**config.mk**
```make
export PLATFORM = sky130hd
export DESIGN_NAME = atp_parser
export DESIGN_NICKNAME = d
export VERILOG_FILES = /design/src/core/atp_pkg.sv /design/src/core/atp_parser.sv
export SDC_FILE = /design/constraint.sdc
export NUM_CORES = 1
export LEC_CHECK = 0
export BUFFER_PORTS_ARGS = -buffer_cell sky130_fd_sc_hd__buf_2
export CORE_ASPECT_RATIO = 0.75
export CORE_MARGIN = 10
export CORE_UTILIZATION = 40
export CTS_CLUSTER_DIAMETER = 30
export CTS_CLUSTER_SIZE = 8
export DETAILED_ROUTE_END_ITERATION = 8
export SLEW_MARGIN = 20
export SYNTH_ARGS = -nofsm -noshare
export SYNTH_HDL_FRONTEND = slang
export SYNTH_SLANG_ARGS = --single-unit
```
**constraint.sdc**
```tcl
create_clock -name clk -period 12.7 [get_ports clk]
set_input_delay 2.54 -clock clk [delete_from_list [all_inputs] [get_ports clk]]
set_output_delay 2.54 -clock clk [all_outputs]
set_load 0.005 [all_outputs]
```
**src/core/atp_pkg.sv**
```systemverilog
// Constants and carrier types for the ASCII read-all command parser
package atp_pkg;
  localparam int CLK_HZ = 125_000_000;
  localparam int BAUD_BPS = 9600;
  localparam int BIT_CYCLES = CLK_HZ / BAUD_BPS;
  localparam int REPLY_LIMIT_MS = 100;
  localparam int REPLY_LIMIT_CYC = (CLK_HZ / 1000) * REPLY_LIMIT_MS;
  localparam int FRAME_DATA_BITS = 8;
  localparam int STRAP_SETTLE = 3;
  localparam logic [7:0] CH_HASH = 8'h23;
  localparam logic [7:0] CH_DOLLAR = 8'h24;
  localparam logic [7:0] CH_PCT = 8'h25;
  localparam logic [7:0] CH_GT = 8'h3e;
  localparam logic [7:0] CH_QM = 8'h3f;
  localparam logic [7:0] CH_CR = 8'h0d;
  localparam logic [7:0] CH_SP = 8'h20;
  localparam logic [7:0] CH_PLUS = 8'h2b;
  localparam logic [7:0] CH_MINUS = 8'h2d;
  localparam logic [7:0] CH_DOT = 8'h2e;
  localparam logic [7:0] CH_ZERO = 8'h30;
  localparam logic [7:0] CH_A = 8'h41;
  localparam logic [7:0] ADDR_SHIPPED = 8'h01;
  localparam logic [7:0] ADDR_FORCED = 8'h00;
  localparam logic [7:0] CHAN_EN_RST = 8'hff;
  localparam int NUM_CH = 8;
  localparam int VAL_W = 17;
  localparam logic [16:0] VAL_MAX = 17'h1869f;
  localparam logic [5:0] DATA_LEN = 6'h3a;
  localparam logic [5:0] ERR_LEN = 6'h04;
  localparam logic [2:0] FIELD_LAST = 3'h6;
  localparam logic [3:0] REG_ADDR = 4'h0;
  localparam logic [3:0] REG_CHEN = 4'h4;
  localparam logic [3:0] REG_STAT = 4'h8;
  localparam int STAT_FORCED_BIT = 0;
  localparam int STAT_BUSY_BIT = 1;
  localparam int STAT_ADDR_LSB = 8;

  typedef struct packed {
    logic [3:0] addr;
    logic [31:0] wdata;
    logic wr;
    logic rd;
  } atp_bus_req_t;

  typedef logic [NUM_CH-1:0][VAL_W-1:0] atp_chan_vals_t;

  typedef enum logic [1:0] {
    SER_IDLE = 2'b00,
    SER_START = 2'b01,
    SER_DATA = 2'b10,
    SER_STOP = 2'b11
  } atp_ser_state_t;

  typedef enum logic [1:0] {
    REP_NONE = 2'b00,
    REP_DATA = 2'b01,
    REP_ERR = 2'b10
  } atp_rep_kind_t;
endpackage

```
**src/core/atp_parser.sv**
```systemverilog
// Serial read-all command parser with formatted reply transmitter
//
// Strobed register access and the register offsets were chosen for this implementation.
`timescale 1ns/1ps
`default_nettype none
module atp_parser
  import atp_pkg::*;
#(
  parameter int BIT_CYCLES_P = BIT_CYCLES
) (
  // Clock and reset
  input wire logic clk,
  input wire logic reset_n,
  // Serial line and transceiver
  input wire logic rx_pin,
  output logic tx_pin,
  output logic tx_drive,
  // Default-configuration switch, high in forcing position
  input wire logic default_force,
  // Register port
  input wire atp_bus_req_t bus_req,
  output logic [31:0] rd_data,
  // Engineering-unit channel values, hundredths, scaled upstream
  input wire atp_chan_vals_t chan_vals
);

  // Counters are 16 bits wide and the receiver needs a half-bit point
  if (BIT_CYCLES_P < 4 || BIT_CYCLES_P > 65535) begin : g_bad_bit_cycles
    $error("BIT_CYCLES_P out of range");
  end

  localparam logic [15:0] BIT_LAST = 16'(BIT_CYCLES_P - 1);
  localparam logic [15:0] BIT_HALF = 16'(BIT_CYCLES_P / 2);

  logic [1:0] rst_q;
  logic rst_n;
  always_ff @(posedge clk or negedge reset_n) begin
    if (!reset_n) rst_q <= 2'b00;
    else rst_q <= {rst_q[0], 1'b1};
  end
  assign rst_n = rst_q[1];

  function automatic logic [4:0] hex_val(input logic [7:0] c);
    // Upper-case digits only; lower case is malformed
    if (c >= CH_ZERO && c < 8'h3a) return {1'b1, 4'(c - CH_ZERO)};
    if (c >= CH_A && c < 8'h47) return {1'b1, 4'(c - CH_A + 8'h0a)};
    return 5'h00;
  endfunction

  function automatic logic [7:0] hex_char(input logic [3:0] n);
    if (n < 4'ha) return CH_ZERO + {4'h0, n};
    return CH_A + {4'h0, n} - 8'h0a;
  endfunction

  function automatic logic [19:0] to_bcd(input logic [16:0] b);
    logic [36:0] s;
    integer i;
    integer d;
    s = {20'h00000, b};
    for (i = 0; i < 17; i++) begin
      for (d = 0; d < 5; d++) begin
        if (s[17+4*d +: 4] > 4'h4) s[17+4*d +: 4] = s[17+4*d +: 4] + 4'h3;
      end
      s = s << 1;
    end
    return s[36:17];
  endfunction

  // Strap capture: the switch is only honoured once, just after each reset
  logic [2:0] force_sync_q;
  logic [1:0] strap_cnt_q;
  logic strap_done_q;
  logic forced_q;
  always_ff @(posedge clk or negedge rst_n) begin
    if (!rst_n) begin
      force_sync_q <= 3'b000;
      strap_cnt_q <= 2'b00;
      strap_done_q <= 1'b0;
      forced_q <= 1'b0;
    end else begin
      force_sync_q <= {force_sync_q[1:0], default_force};
      if (!strap_done_q) begin
        if (strap_cnt_q != 2'(STRAP_SETTLE)) begin
          strap_cnt_q <= strap_cnt_q + 2'b01;
        end else if (force_sync_q[1] == force_sync_q[2]) begin
          forced_q <= force_sync_q[2];
          strap_done_q <= 1'b1;
        end
      end
    end
  end

  // Register port
  logic [7:0] addr_cfg_q;
  logic [7:0] chan_en_q;
  logic [7:0] eff_addr;
  atp_rep_kind_t rep_kind_q;
  logic [31:0] rd_data_q;
  assign eff_addr = forced_q ? ADDR_FORCED : addr_cfg_q;

  always_ff @(posedge clk or negedge rst_n) begin
    if (!rst_n) begin
      addr_cfg_q <= ADDR_SHIPPED;
      chan_en_q <= CHAN_EN_RST;
    end else if (bus_req.wr) begin
      if (bus_req.addr == REG_ADDR) addr_cfg_q <= bus_req.wdata[7:0];
      if (bus_req.addr == REG_CHEN) chan_en_q <= bus_req.wdata[7:0];
    end
  end

  always_ff @(posedge clk or negedge rst_n) begin
    if (!rst_n) begin
      rd_data_q <= 32'h00000000;
    end else if (bus_req.rd) begin
      rd_data_q <= 32'h00000000;
      case (bus_req.addr)
        REG_ADDR: rd_data_q[7:0] <= addr_cfg_q;
        REG_CHEN: rd_data_q[7:0] <= chan_en_q;
        REG_STAT: begin
          rd_data_q[STAT_FORCED_BIT] <= forced_q;
          rd_data_q[STAT_BUSY_BIT] <= rep_kind_q != REP_NONE;
          rd_data_q[STAT_ADDR_LSB +: 8] <= eff_addr;
        end
        default: rd_data_q <= 32'h00000000;
      endcase
    end else begin
      rd_data_q <= 32'h00000000;
    end
  end
  assign rd_data = rd_data_q;

  // Receive path; a change counts once the second and third stages agree
  logic [2:0] rx_sync_q;
  logic rx_lvl_q;
  atp_ser_state_t rx_state_q;
  logic [15:0] rx_cnt_q;
  logic [2:0] rx_bit_q;
  logic [7:0] rx_sr_q;
  logic rx_done_q;
  logic rx_ferr_q;
  logic [7:0] rx_byte_q;
  always_ff @(posedge clk or negedge rst_n) begin
    if (!rst_n) begin
      rx_sync_q <= 3'b111;
      rx_lvl_q <= 1'b1;
    end else begin
      rx_sync_q <= {rx_sync_q[1:0], rx_pin};
      if (rx_sync_q[1] == rx_sync_q[2]) rx_lvl_q <= rx_sync_q[2];
    end
  end

  always_ff @(posedge clk or negedge rst_n) begin
    if (!rst_n) begin
      rx_state_q <= SER_IDLE;
      rx_cnt_q <= 16'h0000;
      rx_bit_q <= 3'h0;
      rx_sr_q <= 8'h00;
      rx_done_q <= 1'b0;
      rx_ferr_q <= 1'b0;
      rx_byte_q <= 8'h00;
    end else begin
      rx_done_q <= 1'b0;
      case (rx_state_q)
        SER_IDLE: begin
          if (!rx_lvl_q) begin
            rx_state_q <= SER_START;
            rx_cnt_q <= BIT_HALF;
          end
        end
        SER_START: begin
          if (rx_cnt_q != 16'h0000) rx_cnt_q <= rx_cnt_q - 16'h0001;
          else if (rx_lvl_q) rx_state_q <= SER_IDLE;
          else begin
            rx_state_q <= SER_DATA;
            rx_cnt_q <= BIT_LAST;
            rx_bit_q <= 3'h0;
          end
        end
        SER_DATA: begin
          if (rx_cnt_q != 16'h0000) rx_cnt_q <= rx_cnt_q - 16'h0001;
          else begin
            rx_sr_q <= {rx_lvl_q, rx_sr_q[7:1]};
            rx_bit_q <= rx_bit_q + 3'h1;
            rx_cnt_q <= BIT_LAST;
            if (rx_bit_q == 3'(FRAME_DATA_BITS - 1)) rx_state_q <= SER_STOP;
          end
        end
        SER_STOP: begin
          if (rx_cnt_q != 16'h0000) rx_cnt_q <= rx_cnt_q - 16'h0001;
          else begin
            rx_done_q <= 1'b1;
            rx_ferr_q <= !rx_lvl_q;
            rx_byte_q <= rx_sr_q;
            rx_state_q <= SER_IDLE;
          end
        end
        default: rx_state_q <= SER_IDLE;
      endcase
    end
  end

  // Command collection
  logic collecting_q;
  logic [7:0] prefix_q;
  logic [1:0] ccount_q;
  logic [7:0] hi_q;
  logic [7:0] lo_q;
  logic rx_good;
  logic is_prefix;
  logic cmd_end;
  logic addr_match;
  logic go_data;
  logic go_err;
  logic [4:0] hv;
  logic [4:0] lv;
  assign rx_good = rx_done_q && !rx_ferr_q;
  assign is_prefix = rx_byte_q == CH_HASH || rx_byte_q == CH_DOLLAR ||
                     rx_byte_q == CH_PCT;
  assign hv = hex_val(hi_q);
  assign lv = hex_val(lo_q);
  assign addr_match = hv[4] && lv[4] && {hv[3:0], lv[3:0]} == eff_addr;
  // Replies are dropped until the reply going out has handed its last character to the transmitter
  assign cmd_end = rx_good && collecting_q && rx_byte_q == CH_CR &&
                   ccount_q >= 2'd2 && rep_kind_q == REP_NONE;
  assign go_data = cmd_end && addr_match && prefix_q == CH_HASH &&
                   ccount_q == 2'd2;
  assign go_err = cmd_end && addr_match && !go_data;

  always_ff @(posedge clk or negedge rst_n) begin
    if (!rst_n) begin
      collecting_q <= 1'b0;
      prefix_q <= 8'h00;
      ccount_q <= 2'd0;
      hi_q <= 8'h00;
      lo_q <= 8'h00;
    end else if (rx_done_q) begin
      if (rx_ferr_q) begin
        collecting_q <= 1'b0;
      end else if (is_prefix) begin
        collecting_q <= 1'b1;
        prefix_q <= rx_byte_q;
        ccount_q <= 2'd0;
      end else if (collecting_q) begin
        if (rx_byte_q == CH_CR) collecting_q <= 1'b0;
        else begin
          if (ccount_q == 2'd0) hi_q <= rx_byte_q;
          if (ccount_q == 2'd1) lo_q <= rx_byte_q;
          if (ccount_q != 2'd3) ccount_q <= ccount_q + 2'd1;
        end
      end
    end
  end

  // Reply sequencer
  logic [5:0] idx_q;
  logic [2:0] ch_q;
  logic [2:0] pos_q;
  atp_chan_vals_t vals_q;
  logic [7:0] en_q;
  atp_ser_state_t tx_state_q;
  logic tx_take;
  logic [7:0] tx_char;
  logic [16:0] cur_val;
  logic [16:0] mag;
  logic [19:0] bcd;
  assign tx_take = tx_state_q == SER_IDLE && rep_kind_q != REP_NONE;
  assign cur_val = vals_q[ch_q];
  assign mag = cur_val[16] ? 17'(-cur_val) : cur_val;
  assign bcd = to_bcd(mag > VAL_MAX ? VAL_MAX : mag);

  always_comb begin
    tx_char = CH_CR;
    if (rep_kind_q == REP_ERR) begin
      case (idx_q)
        6'd0: tx_char = CH_QM;
        6'd1: tx_char = hex_char(eff_addr[7:4]);
        6'd2: tx_char = hex_char(eff_addr[3:0]);
        default: tx_char = CH_CR;
      endcase
    end else if (idx_q == 6'd0) begin
      tx_char = CH_GT;
    end else if (idx_q != DATA_LEN - 6'd1) begin
      if (!en_q[ch_q]) tx_char = CH_SP;
      else begin
        case (pos_q)
          3'd0: tx_char = cur_val[16] ? CH_MINUS : CH_PLUS;
          3'd1: tx_char = CH_ZERO + {4'h0, bcd[19:16]};
          3'd2: tx_char = CH_ZERO + {4'h0, bcd[15:12]};
          3'd3: tx_char = CH_ZERO + {4'h0, bcd[11:8]};
          3'd4: tx_char = CH_DOT;
          3'd5: tx_char = CH_ZERO + {4'h0, bcd[7:4]};
          default: tx_char = CH_ZERO + {4'h0, bcd[3:0]};
        endcase
      end
    end
  end

  always_ff @(posedge clk or negedge rst_n) begin
    if (!rst_n) begin
      rep_kind_q <= REP_NONE;
      idx_q <= 6'd0;
      ch_q <= 3'd0;
      pos_q <= 3'd0;
      vals_q <= '0;
      en_q <= 8'h00;
    end else if (go_data || go_err) begin
      rep_kind_q <= go_data ? REP_DATA : REP_ERR;
      idx_q <= 6'd0;
      ch_q <= 3'd0;
      pos_q <= 3'd0;
      vals_q <= chan_vals;
      en_q <= chan_en_q;
    end else if (tx_take) begin
      idx_q <= idx_q + 6'd1;
      if (idx_q != 6'd0 && rep_kind_q == REP_DATA) begin
        pos_q <= pos_q == FIELD_LAST ? 3'd0 : pos_q + 3'd1;
        if (pos_q == FIELD_LAST) ch_q <= ch_q + 3'd1;
      end
      if (idx_q == (rep_kind_q == REP_ERR ? ERR_LEN : DATA_LEN) - 6'd1) begin
        rep_kind_q <= REP_NONE;
      end
    end
  end

  // Transmit path, 8N1
  logic [15:0] tx_cnt_q;
  logic [2:0] tx_bit_q;
  logic [7:0] tx_sr_q;
  logic tx_pin_q;
  logic tx_drive_q;
  always_ff @(posedge clk or negedge rst_n) begin
    if (!rst_n) begin
      tx_state_q <= SER_IDLE;
      tx_cnt_q <= 16'h0000;
      tx_bit_q <= 3'h0;
      tx_sr_q <= 8'h00;
      tx_pin_q <= 1'b1;
      tx_drive_q <= 1'b0;
    end else begin
      tx_drive_q <= tx_take || tx_state_q != SER_IDLE ||
                    rep_kind_q != REP_NONE;
      if (tx_take) begin
        tx_sr_q <= tx_char;
        tx_pin_q <= 1'b0;
        tx_cnt_q <= BIT_LAST;
        tx_state_q <= SER_START;
      end else if (tx_state_q != SER_IDLE) begin
        if (tx_cnt_q != 16'h0000) tx_cnt_q <= tx_cnt_q - 16'h0001;
        else begin
          tx_cnt_q <= BIT_LAST;
          case (tx_state_q)
            SER_START: begin
              tx_pin_q <= tx_sr_q[0];
              tx_bit_q <= 3'h0;
              tx_state_q <= SER_DATA;
            end
            SER_DATA: begin
              tx_bit_q <= tx_bit_q + 3'h1;
              tx_sr_q <= {1'b0, tx_sr_q[7:1]};
              if (tx_bit_q == 3'(FRAME_DATA_BITS - 1)) begin
                tx_pin_q <= 1'b1;
                tx_state_q <= SER_STOP;
              end else begin
                tx_pin_q <= tx_sr_q[1];
              end
            end
            default: tx_state_q <= SER_IDLE;
          endcase
        end
      end
    end
  end
  assign tx_pin = tx_pin_q;
  assign tx_drive = tx_drive_q;
endmodule // atp_parser
`default_nettype wire

```
; Yosys cells after proc, flatten, opt, wreduce, memory -nomap -nowiden
; Cells that the tools add are included.
[word_totals]
ff_bits = 316
latchBits = 0
ramBits = 0
romBits = 0
input_bits = 178
out_inout_bits = 34
wordCells = 517
mem_count = 0
[classes]
add_sub_neg = 98
multipliers = 0
div_mod_pow = 0
magnitude_cmp = 83
eq_ne = 44
shift = 0
mux = 175
n_bitwise = 8
n_reduce_logical = 68
[op_table]
columns = cell, count
row1 = "4-bit by 3-bit > comparator with 1-bit output, second input constant", 65
row2 = "4-bit by 2-bit adder with 4-bit output, second input constant", 54
row3 = 4-bit 2-to-1 mux, 54
row4 = 16-bit 2-to-1 mux, 9
row5 = 8-bit 2-to-1 mux, 11
row6 = 3-bit 2-to-1 mux, 28
row7 = 16-bit one-hot mux with 4 select lines, 1
row8 = 17-bit binary-select mux with 3-bit select, 1
row9 = 17-bit 2-to-1 mux, 3
row10 = "6-bit by 4-bit adder with 7-bit output, first input constant", 7
row11 = 7-bit one-hot mux with 6 select lines, 1
row12 = 5-bit 2-to-1 mux, 8
row13 = 2-bit 2-to-1 mux, 18
row14 = "3-bit by 2-bit adder with 3-bit output, second input constant", 11
row15 = "8-bit by 6-bit == test with 1-bit output, second input constant", 4
row16 = 16-bit nonzero test, 2
row17 = "16-bit by 1-bit subtractor with 16-bit output, second input constant", 2
row18 = 1-bit 2-to-1 mux, 26
row19 = 8-bit one-hot mux with 3 select lines, 1
row20 = 2-bit nonzero test, 12
row21 = "2-bit != test, second input constant", 11
row22 = 7-bit 2-to-1 mux, 3
row23 = 3-bit AND reduction, 7
row24 = 6-bit 2-to-1 mux, 3
row25 = 57 further kinds, 134

; Longest topological paths before layout
; Gate-level depths: netlist of run 1.
[logic_depth]
ltp_word = 45
mapped_depth = 81
ltp_nobuf = 77

; Worst setup path after synthesis of run 1
; No wires, ideal clock.
[synth_path]
kind = reg-to-reg
start = reg ch_q[1]
end = reg tx_sr_q[1]
setup_time_ns = 0.136
arrival_time_ns = 15.357
t_required_ns = 12.564
setup_slack_ns = -2.792
path_stages_with_launch = 81
path_buffers = 4
synth_period_minus_slack_ns = 15.492
cell_sequence = dfrtp_1 -> buf_2 -> clkbuf_1 -> mux4_2 -> mux2i_1 -> nand3_1 -> nor3_1 -> a21oi_1 -> xor2_1 -> ha_1 -> inv_1 -> ha_1 -> xnor3_1 -> inv_1 -> ha_1 -> nor3_1 -> nor3_1 -> or2_2 -> [... 45 more ...] -> inv_1 -> ha_1 -> a31oi_1 -> a211oi_1 -> xnor2_1 -> ha_1 -> nor2_1 -> nor2_1 -> mux2i_1 -> a21oi_1 -> xnor2_1 -> ha_1 -> inv_1 -> a21oi_1 -> xor2_1 -> o21a_1 -> nor4_1 -> o41ai_2
[synth_between]
elab_chain_cells = 45
elab_cells_between_ends = 218
cone_classes = add/sub: 72 / order compare: 67 / mux: 79
[synth_lines]
columns = item, line
row1 = "start, declared", atp_parser.sv:256  ; logic [2:0] ch_q;
row2 = "start signal, assigned", atp_parser.sv:317  ; if (pos_q == FIELD_LAST) ch_q <= ch_q + 3'd1;
row3 = 17-bit binary-select mux with 3-bit select, atp_parser.sv:267  ; assign cur_val = vals_q[ch_q];
row4 = 17-bit 2-to-1 mux (implied by the code), atp_parser.sv:267
row5 = 17-bit negator, atp_parser.sv:268  ; assign mag = cur_val[16] ? 17'(-cur_val) : cur_val;
row6 = 17-bit 2-to-1 mux, atp_parser.sv:268
row7 = 17-bit > comparator, atp_parser.sv:269  ; assign bcd = to_bcd(mag > VAL_MAX ? VAL_MAX : mag);
row8 = 17-bit 2-to-1 mux, atp_parser.sv:269
row9 = 1-bit by 3-bit > comparator with 1-bit output / 1-bit by 2-bit adder with 3-bit output (equally long branches), atp_parser.sv:62  ; if (s[17+4*d +: 4] > 4'h4) s[17+4*d +: 4] = s[17+4*d +: 4] + 4'h3;
row10 = 3-bit 2-to-1 mux, atp_parser.sv:62
row11 = [... 29 more ...], -
row12 = 4-bit 2-to-1 mux / 3-bit 2-to-1 mux (equally long branches), atp_parser.sv:62
row13 = "6-bit by 4-bit adder with 7-bit output, on equally long branches", -
row14 = 7-bit one-hot mux with 6 select lines, atp_parser.sv:285  ; case (pos_q)
row15 = 7-bit 2-to-1 mux *, atp_parser.sv:283  ; if (!en_q[ch_q]) tx_char = CH_SP;
row16 = 7-bit 2-to-1 mux *, atp_parser.sv:282  ; end else if (idx_q != DATA_LEN - 6'd1) begin
row17 = 7-bit 2-to-1 mux *, atp_parser.sv:280  ; end else if (idx_q == 6'd0) begin
row18 = 8-bit 2-to-1 mux *, atp_parser.sv:273  ; if (rep_kind_q == REP_ERR) begin
row19 = 8-bit 2-to-1 mux *, atp_parser.sv:342  ; if (tx_take) begin
row20 = "end signal, assigned", atp_parser.sv:343  ; tx_sr_q <= tx_char;
row21 = "end signal, assigned", atp_parser.sv:359  ; tx_sr_q <= {1'b0, tx_sr_q[7:1]};
row22 = "end, declared", atp_parser.sv:328  ; logic [7:0] tx_sr_q;
; Mark *: on every way between the ends. The rest lies on a longest branch, timed or not. The select of a mux whose other input is x is not followed.
; A chain may end at the register's enable or synchronous reset.

; Worst setup path in the final report of run 1
[layout_path]
start = reg ch_q[0]
end = reg tx_sr_q[0]
[layout_between]
elab_chain_cells = 45
elab_cells_between_ends = 184
cone_classes = add/sub: 61 / order compare: 56 / mux: 67
[layout_lines]
columns = item, line
row1 = 17-bit binary-select mux with 3-bit select, atp_parser.sv:267
row2 = 17-bit 2-to-1 mux (implied by the code), atp_parser.sv:267
row3 = 17-bit negator, atp_parser.sv:268
row4 = 17-bit 2-to-1 mux, atp_parser.sv:268
row5 = 17-bit > comparator, atp_parser.sv:269
row6 = 17-bit 2-to-1 mux, atp_parser.sv:269
row7 = 1-bit by 3-bit > comparator with 1-bit output / 1-bit by 2-bit adder with 3-bit output (equally long branches), atp_parser.sv:62
row8 = 3-bit 2-to-1 mux, atp_parser.sv:62
row9 = [... 29 more ...], -
row10 = 4-bit 2-to-1 mux, atp_parser.sv:62
row11 = "6-bit by 4-bit adder with 7-bit output, on equally long branches", -
row12 = 7-bit one-hot mux with 6 select lines, atp_parser.sv:285
row13 = 7-bit 2-to-1 mux *, atp_parser.sv:283
row14 = 7-bit 2-to-1 mux *, atp_parser.sv:282
row15 = 7-bit 2-to-1 mux *, atp_parser.sv:280
row16 = 8-bit 2-to-1 mux *, atp_parser.sv:273
row17 = 8-bit 2-to-1 mux *, atp_parser.sv:342
; Marked as above.

==> flow_metrics.py, run 1 <==
metrics = {
    "yosys": {
        "yosysTopAreaCell": "dfrtp_1",
        "yosys_warnings": 0,
        "yosysTopAreaCellShare_pct": 34.3,
        "synth_top_flop_cell": "dfrtp_1",
        "synth-edff-count": 0,
        "avgSynthCellArea_sq_um": 8.75,
        "yosys-top-cells-area": "dfrtp_1 34%, nand2_1 10%, ha_1 4.9%",
        "synth_area_sq_mm": 0.0208,
        "ys_seq_area_share_pct": 36.1,
        "postSynthCellCount": 2375,
        "ys_types": 126,
        "synth-async-reset-ratio_pct": 100,
        "synth_seq_cells": 299,
    },
    "worst_setup_path": {
        "cp_common_cell": "ha_4",
        "ff2ff_path_depth": 76,
        "crit_path_max_fanout": 12,
        "worstPathArrival_ns": 13.77,
        "critPathMaxStageDelay_ns": 0.53,
        "required_ns": 13.15,
        "path_class": "flop to flop",
        "ff2ff_setup_slack_ns": -0.62,
        "crit_slowest_cell": "mux4_2",
        "r2r-end": "tx_sr_q[0]$_DFFE_PN0P_",
        "endpoint_kind": "flop",
        "start_kind": "flop",
        "r2r_start": "ch_q[0]$_DFFE_PN0P_",
    },
    "pwr": {
        "power.density_mw_per_mm2": 102,
        "total_leakage_power_nw": 12.6,
        "ir_worst_vdd_uv": 84.9,
    },
    "global_routing": {
        "grt_max_degree": 173,
        "grt_use_total_pct": 19.2,
        "grt_remaining_overflow": 0,
        "grt_pass1_wl_microns": 99900,
        "first_global_vias": 19600,
        "antenna_found_initial": 0,
    },
    "floorplanning": {
        "die-area_sq_mm": 0.0616,
        "start_util_pct": 40.4,
        "num_rows": 72,
        "pin_count": 212,
        "coreArea_sq_mm": 0.0514,
        "die_h_microns": 217,
        "die_x_microns": 283,
    },
    "clocking": {
        "ctsHoldBuffers": 0,
        "cts_buffers": 66,
        "clkSinkCount": 299,
        "clkLatencyLatePin_ns": 0.61,
        "path_clk_slew_ns": 0.05,
        "cts-root-buf": "clkbuf_16",
        "cts_buffer_depth": 3,
        "cts_max_level": 3,
        "cts_tree": "built",
    },
    "sta": {
        "fmax_mhz": 75.1,
        "finalMaxSlewViolations": 0,
        "period_minus_slack_ns": 13.32,
        "rsz0062_at_grt": "true",
        "setup_ws_ns": -0.619,
        "tightest_slew_ns": 1.05,
        "hold_viol_final": 0,
        "maxSlewHeadroom_pct": 30.3,
        "fin_crit_sh_pct": 105,
        "setup_viol": 4,
        "final.setup_skew_ns": 0.0453,
        "tns_ns": -2.22,
    },
    "final_layout": {
        "nNetsFinal": 3127,
        "final_common_cell": "nand2_1",
        "antenna_cells": 0,
        "area_delta_synth_final_pct": 35.2,
        "drive_above_1_share_pct": 32.8,
        "layout_common_cells": "568 x nand2_1, 334 x buf_4, 282 x dfrtp_1",
        "fin_area_sq_mm": 0.0281,
    },
    "routing": {
        "vias": 19600,
        "viasPerCell": 5.41,
        "dr.pass1.iters": 5,
        "drtIter0Drc": 1279,
        "wl_per_cell_microns": 17.0,
        "ant_nets": 0,
        "drc": 0,
        "drt-total-wl_microns": 61400,
    },
    "outcome": {
        "status": "finished, violations left",
        "violations": "negative setup slack",
    },
    "hold_path": {
        "hold_path_end": "rst_q[1]$_DFF_PN0_",
        "hold_depth": 0,
        "worstHoldStart": "rst_q[0]$_DFF_PN0_",
        "holdCritPathClass": "flop to flop",
    },
    "placement": {
        "port-buffer-count": 171,
        "post-place-ws_ns": -0.808,
        "gp_congestion": 0.884,
        "dp_hpwl_microns": 44700,
        "placed_cell_area_sq_mm": 0.0248,
    },
    "run": {
        "maxCapViolCount": 0,
    },
}
## worst max-delay path by stage
stage / from / to / slack, ns / cells after the start
6_report: ch_q[0]$_DFFE_PN0P_ / tx_sr_q[0]$_DFFE_PN0P_ / -0.62 / 76
4_1_cts: ch_q[0]$_DFFE_PN0P_ / tx_sr_q[2]$_DFFE_PN0P_ / -0.51 / 81
5_1_grt: ch_q[0]$_DFFE_PN0P_ / tx_sr_q[0]$_DFFE_PN0P_ / -1.30 / 75
3_3_place_gp: ch_q[0]$_DFFE_PN0P_ / tx_sr_q[0]$_DFFE_PN0P_ / -0.56 / 73
3_5_place_dp: ch_q[0]$_DFFE_PN0P_ / tx_sr_q[0]$_DFFE_PN0P_ / -0.81 / 73
2_1_floorplan: ch_q[0]$_DFFE_PN0P_ / tx_sr_q[1]$_DFFE_PN0P_ / -0.70 / 78
## flip-flops by register name (all words and copies together), names as in the netlist, 3 cells and up, named ones only
register,flops
addr_cfg_q,8
rx_cnt_q,16
idx_q,6
hi_q,8
pos_q,3
rd_data,16
lo_q,8
rx_sr_q,8
force_sync_q,3
ch_q,3
rx_sync_q,3
tx_cnt_q,16
tx_bit_q,3
tx_sr_q,7
rx_byte_q,8
rx_bit_q,3
chan_en_q,8
prefix_q,8
vals_q,136
en_q,8
## timing repair
action	in CTS	in global routing
pin swaps	54	55
setup endpoints to repair	4	4
cloned	0	0
gates resized for setup	42	53
endpoints found under the hold margin	0	0
setup buffers	52	14
## through the flow
stage | cells | hold WS (ns) | power (mW) | util, %
after global routing | 3621 | 0.339 | 2.96 | 54.6
final | 3621 | 0.333 | 2.87 | 54.6
after CTS | 3609 | 0.336 | 2.90 | 53.9
after detailed placement | 3439 | 0.339 | 1.11 | 48.2
after floorplan | 2390 | 0.331 | 1.06 | -
after global placement | 3439 | 0.337 | 1.11 | 48.2
## routing by layer
layer | GRT usage (%) | routed length (microns)
met1 | 26.2 | 28800
met2 | 30.8 | 28300
met3 | 3.59 | 3090
met4 | 5.56 | 1330
met5 | 0 | 0
## synth_stat cells, types with 23 or more instances
library cell / n
nand2_1: 575
dfrtp_1: 285
nor2_1: 146
a21oi_1: 107
o21ai_0: 94
inv_1: 83
ha_1: 82
mux2_2: 73
clkbuf_1: 72
nand3_1: 65
nor3_1: 62
mux2i_1: 54
xnor2_1: 48
mux4_2: 37
and2_1: 27
nand2b_1: 23
## cells by family after synthesis
| family | synth area share [%] |
|---|---|
| AO/OA/AOI/OAI | 16.2 |
| XOR/XNOR | 3.79 |
| adder cells (fa/ha/maj) | 5.03 |
| buffers and inverters | 3.99 |
| flip-flops | 36.1 |
| multiplexers | 10.9 |
| other | 0.0361 |
| AND/OR/NAND/NOR | 23.9 |
## final cells by class
cell class	instances	area, sq um
inverter	85	324
clock inverter	31	519
sequential	299	7510
multi-input combinational	1897	13500
timing repair buffer	518	3570
fill	4576	23300
clock buffer	88	1830
tap	703	880
## critical path: cells and delay by family, from the launching register on
family,cells,cell delay (ns)
muxes,7,1.85
xor gates and xnor gates,6,0.93
DFF,1,0.43
AOI/OAI and AO/OA,21,3.78
buffers and inverters,12,1.29
adders and majority gates,12,2.35
and+or+nand+nor,18,2.54
## power breakdown
group	switching, mW	total [mW]	leakage [nW]	internal (mW)
clock network	0.577	1.77	1.14	1.19
registers	0.0226	0.999	3.23	0.976
logic	0.0551	0.101	8.20	0.0454
Note: power is estimated with default switching activity, not from simulation.
==> run 2: changes to the inputs <==
--- a/config.mk
+++ b/config.mk
@@ -6,12 +6,15 @@
 export NUM_CORES = 1
 export LEC_CHECK = 0
 export BUFFER_PORTS_ARGS = -buffer_cell sky130_fd_sc_hd__buf_2
+export CELL_PAD_IN_SITES_DETAIL_PLACEMENT = 1
+export CELL_PAD_IN_SITES_GLOBAL_PLACEMENT = 1
 export CORE_ASPECT_RATIO = 0.75
-export CORE_MARGIN = 10
+export CORE_MARGIN = 4
 export CORE_UTILIZATION = 40
 export CTS_CLUSTER_DIAMETER = 30
 export CTS_CLUSTER_SIZE = 8
 export DETAILED_ROUTE_END_ITERATION = 8
+export PLACE_DENSITY = 0.84
 export SLEW_MARGIN = 20
 export SYNTH_ARGS = -nofsm -noshare
 export SYNTH_HDL_FRONTEND = slang
==> flow_metrics.py, run 2 (synthesized netlist as in run 1, its figures left out) <==
metrics = {
    "pwr": {
        "total_leakage_power_nw": 12.9,
        "ir_worst_vdd_uv": 109,
        "power_mw": 3.19,
        "power.density_mw_per_mm2": 110,
    },
    "routing": {
        "drc": 0,
        "wl_per_cell_microns": 32.2,
        "vias": 24700,
        "drt-total-wl_microns": 117000,
        "ant_nets": 0,
        "drtIter0Drc": 3371,
        "viasPerCell": 6.77,
        "dr.pass1.iters": 7,
    },
    "worst_setup_path": {
        "r2r-end": "tx_sr_q[2]$_DFFE_PN0P_",
        "path_buf_inv": 13,
        "r2r_start": "ch_q[1]$_DFFE_PN0P_",
        "cp_num_cells": 77,
        "ff2ff_setup_slack_ns": -3.40,
        "ff2ff_path_depth": 77,
        "path_class": "flop to flop",
        "critPathMaxStageDelay_ns": 0.65,
        "endpoint_kind": "flop",
        "crit_slowest_cell": "mux4_2",
        "crit_path_max_fanout": 6,
        "cp-endpoint": "tx_sr_q[2]$_DFFE_PN0P_",
        "worstPathArrival_ns": 16.63,
        "crit_path_start": "ch_q[1]$_DFFE_PN0P_",
        "required_ns": 13.23,
        "start_kind": "flop",
        "cp_common_cell": "ha_4",
        "crit_family": "compound AO/OA/AOI/OAI gates",
    },
    "global_routing": {
        "grt_pass1_wl_microns": 155000,
        "grt_use_total_pct": 35.9,
        "grt_remaining_overflow": 0,
        "antenna_found_initial": 8,
        "grt_max_degree": 179,
        "first_global_vias": 25100,
    },
    "sta": {
        "final.setup_skew_ns": 0.0373,
        "finalMaxSlewViolations": 0,
        "fin_crit_sh_pct": 127,
        "setup_viol": 4,
        "tightest_slew_ns": 1.49,
        "hold_viol_final": 0,
        "setup_ws_ns": -3.40,
        "maxSlewHeadroom_pct": 0.259,
        "hold_ws_ns": 0.347,
        "rsz0062_at_grt": "true",
        "fmax_mhz": 62.1,
        "period_minus_slack_ns": 16.10,
    },
    "final_layout": {
        "final_cells": 3650,
        "final_common_cell": "nand2_1",
        "regMostFlops": "vals_q",
        "area_delta_synth_final_pct": 39.4,
        "fill_cells": 5754,
        "layout_common_cells": "564 x nand2_1, 337 x buf_4, 282 x dfrtp_1",
        "fin_area_sq_mm": 0.0290,
        "drive_above_1_share_pct": 34.8,
        "largest_register_ffs": 136,
        "nNetsFinal": 3147,
    },
    "placement": {
        "dp_hpwl_microns": 52200,
        "placed_cell_area_sq_mm": 0.0247,
        "port-buffer-count": 171,
        "placed_cells": 3431,
        "gp_congestion": 0.902,
        "post-place-ws_ns": -1.46,
    },
    "floorplanning": {
        "die_h_microns": 205,
        "coreArea_sq_mm": 0.0514,
        "num_rows": 72,
        "die_x_microns": 271,
        "pin_count": 212,
        "start_util_pct": 40.4,
        "die-area_sq_mm": 0.0557,
    },
    "clocking": {
        "cts_max_level": 3,
        "cts_buffer_depth": 3,
        "cts_tree": "built",
        "path_clk_slew_ns": 0.05,
        "cts-root-buf": "clkbuf_16",
        "clkLatencyLatePin_ns": 0.62,
        "clkSinkCount": 299,
        "cts_buffers": 69,
    },
    "outcome": {
        "status": "finished, violations left",
        "violations": "max-capacitance violations, negative setup slack",
    },
    "run": {
        "maxCapViolCount": 1,
    },
    "hold_path": {
        "holdCritPathClass": "flop to asynchronous set/reset pin",
    },
}
[run 2: cell types whose count changed in the layout (fill, tap and decap cells not counted), sizes merged, moves of 4 or more]
| cell | before | now |
|---|---|---|
| diode | 0 | 6 |
| bufinv | 8 | 12 |
| clkinvlp | 2 | 6 |
| clkinv | 20 | 11 |
| buf | 518 | 534 |
| clkbuf | 88 | 95 |
[run 2: layer usage]
metal	vias up	track usage [%]	share of wire [%]
li1	9509	-	-
met1	11900	40.8	34
met2	2318	59.3	43
met3	991	8.28	12
met4	8	27.8	11
met5	-	0	0.070
[run 2: worst reg2reg max path, delay by kind of cell, from the launching register on]
kind / cells / cell delay (ns)
compound gates: 18 / 4.11
xor+xnor: 6 / 1.17
fa+ha+maj: 13 / 2.84
buf+inv: 13 / 1.75
flops: 1 / 0.52
mux: 5 / 1.73
simple gates: 22 / 3.92
[run 2: layout make-up]
| class | instances | area (sq um) | share of cell area [%] |
|---|---|---|---|
| multi-input cells | 1897 | 13900 | 48.0 |
| flip-flops and latches | 299 | 7510 | 25.9 |
| repair buffers | 535 | 3780 | 13.1 |
| clock buffers | 95 | 2010 | 6.92 |
| well taps | 703 | 880 | 3.04 |
| clock inverters | 30 | 551 | 1.90 |
| inverters | 85 | 334 | 1.15 |
| diodes | 6 | 15.0 | 0.0518 |
[run 2: worst min path at each step]
| stage | endpoint | slack [ns] | cells after the start |
|---|---|---|---|
| 4_1_cts | rst_q[1]$_DFF_PN0_ | 0.35 | 0 |
| 3_3_place_gp | force_sync_q[1]$_DFF_PN0_ | 0.34 | 0 |
| 6_report | rd_data[1]$_DFF_PN0_ | 0.35 | 0 |
| 2_1_floorplan | force_sync_q[1]$_DFF_PN0_ | 0.33 | 0 |
| 3_5_place_dp | rst_q[1]$_DFF_PN0_ | 0.34 | 0 |
| 5_1_grt | rst_q[1]$_DFF_PN0_ | 0.35 | 0 |
[run 2: report_power, final]
group	leakage (nW)	switching [mW]	internal, mW
Combinational	8.41	0.0779	0.0462
Sequential	3.23	0.0274	0.974
Clock	1.23	0.702	1.36
Total	12.9	0.808	2.38
[run 2: through the flow]
step                utilization (%)  setup TNS (ns)
finish                         56.3          -13.37
global route                   56.3          -13.77
CTS                            55.2           -4.13
detailed placement             48.0           -5.53
global placement               48.0           -3.13
floorplan                         -           -2.54
[run 2: repair_timing]
| item | in CTS | in global routing |
|---|---|---|
| endpoints found under the setup margin | 4 | 4 |
| pin swaps | 74 | 74 |
| cloned | 2 | 0 |
| hold buffers | 0 | 0 |
| endpoints found under the hold margin | 0 | 0 |
| resized for setup | 132 | 66 |
| setup buffers | 58 | 37 |
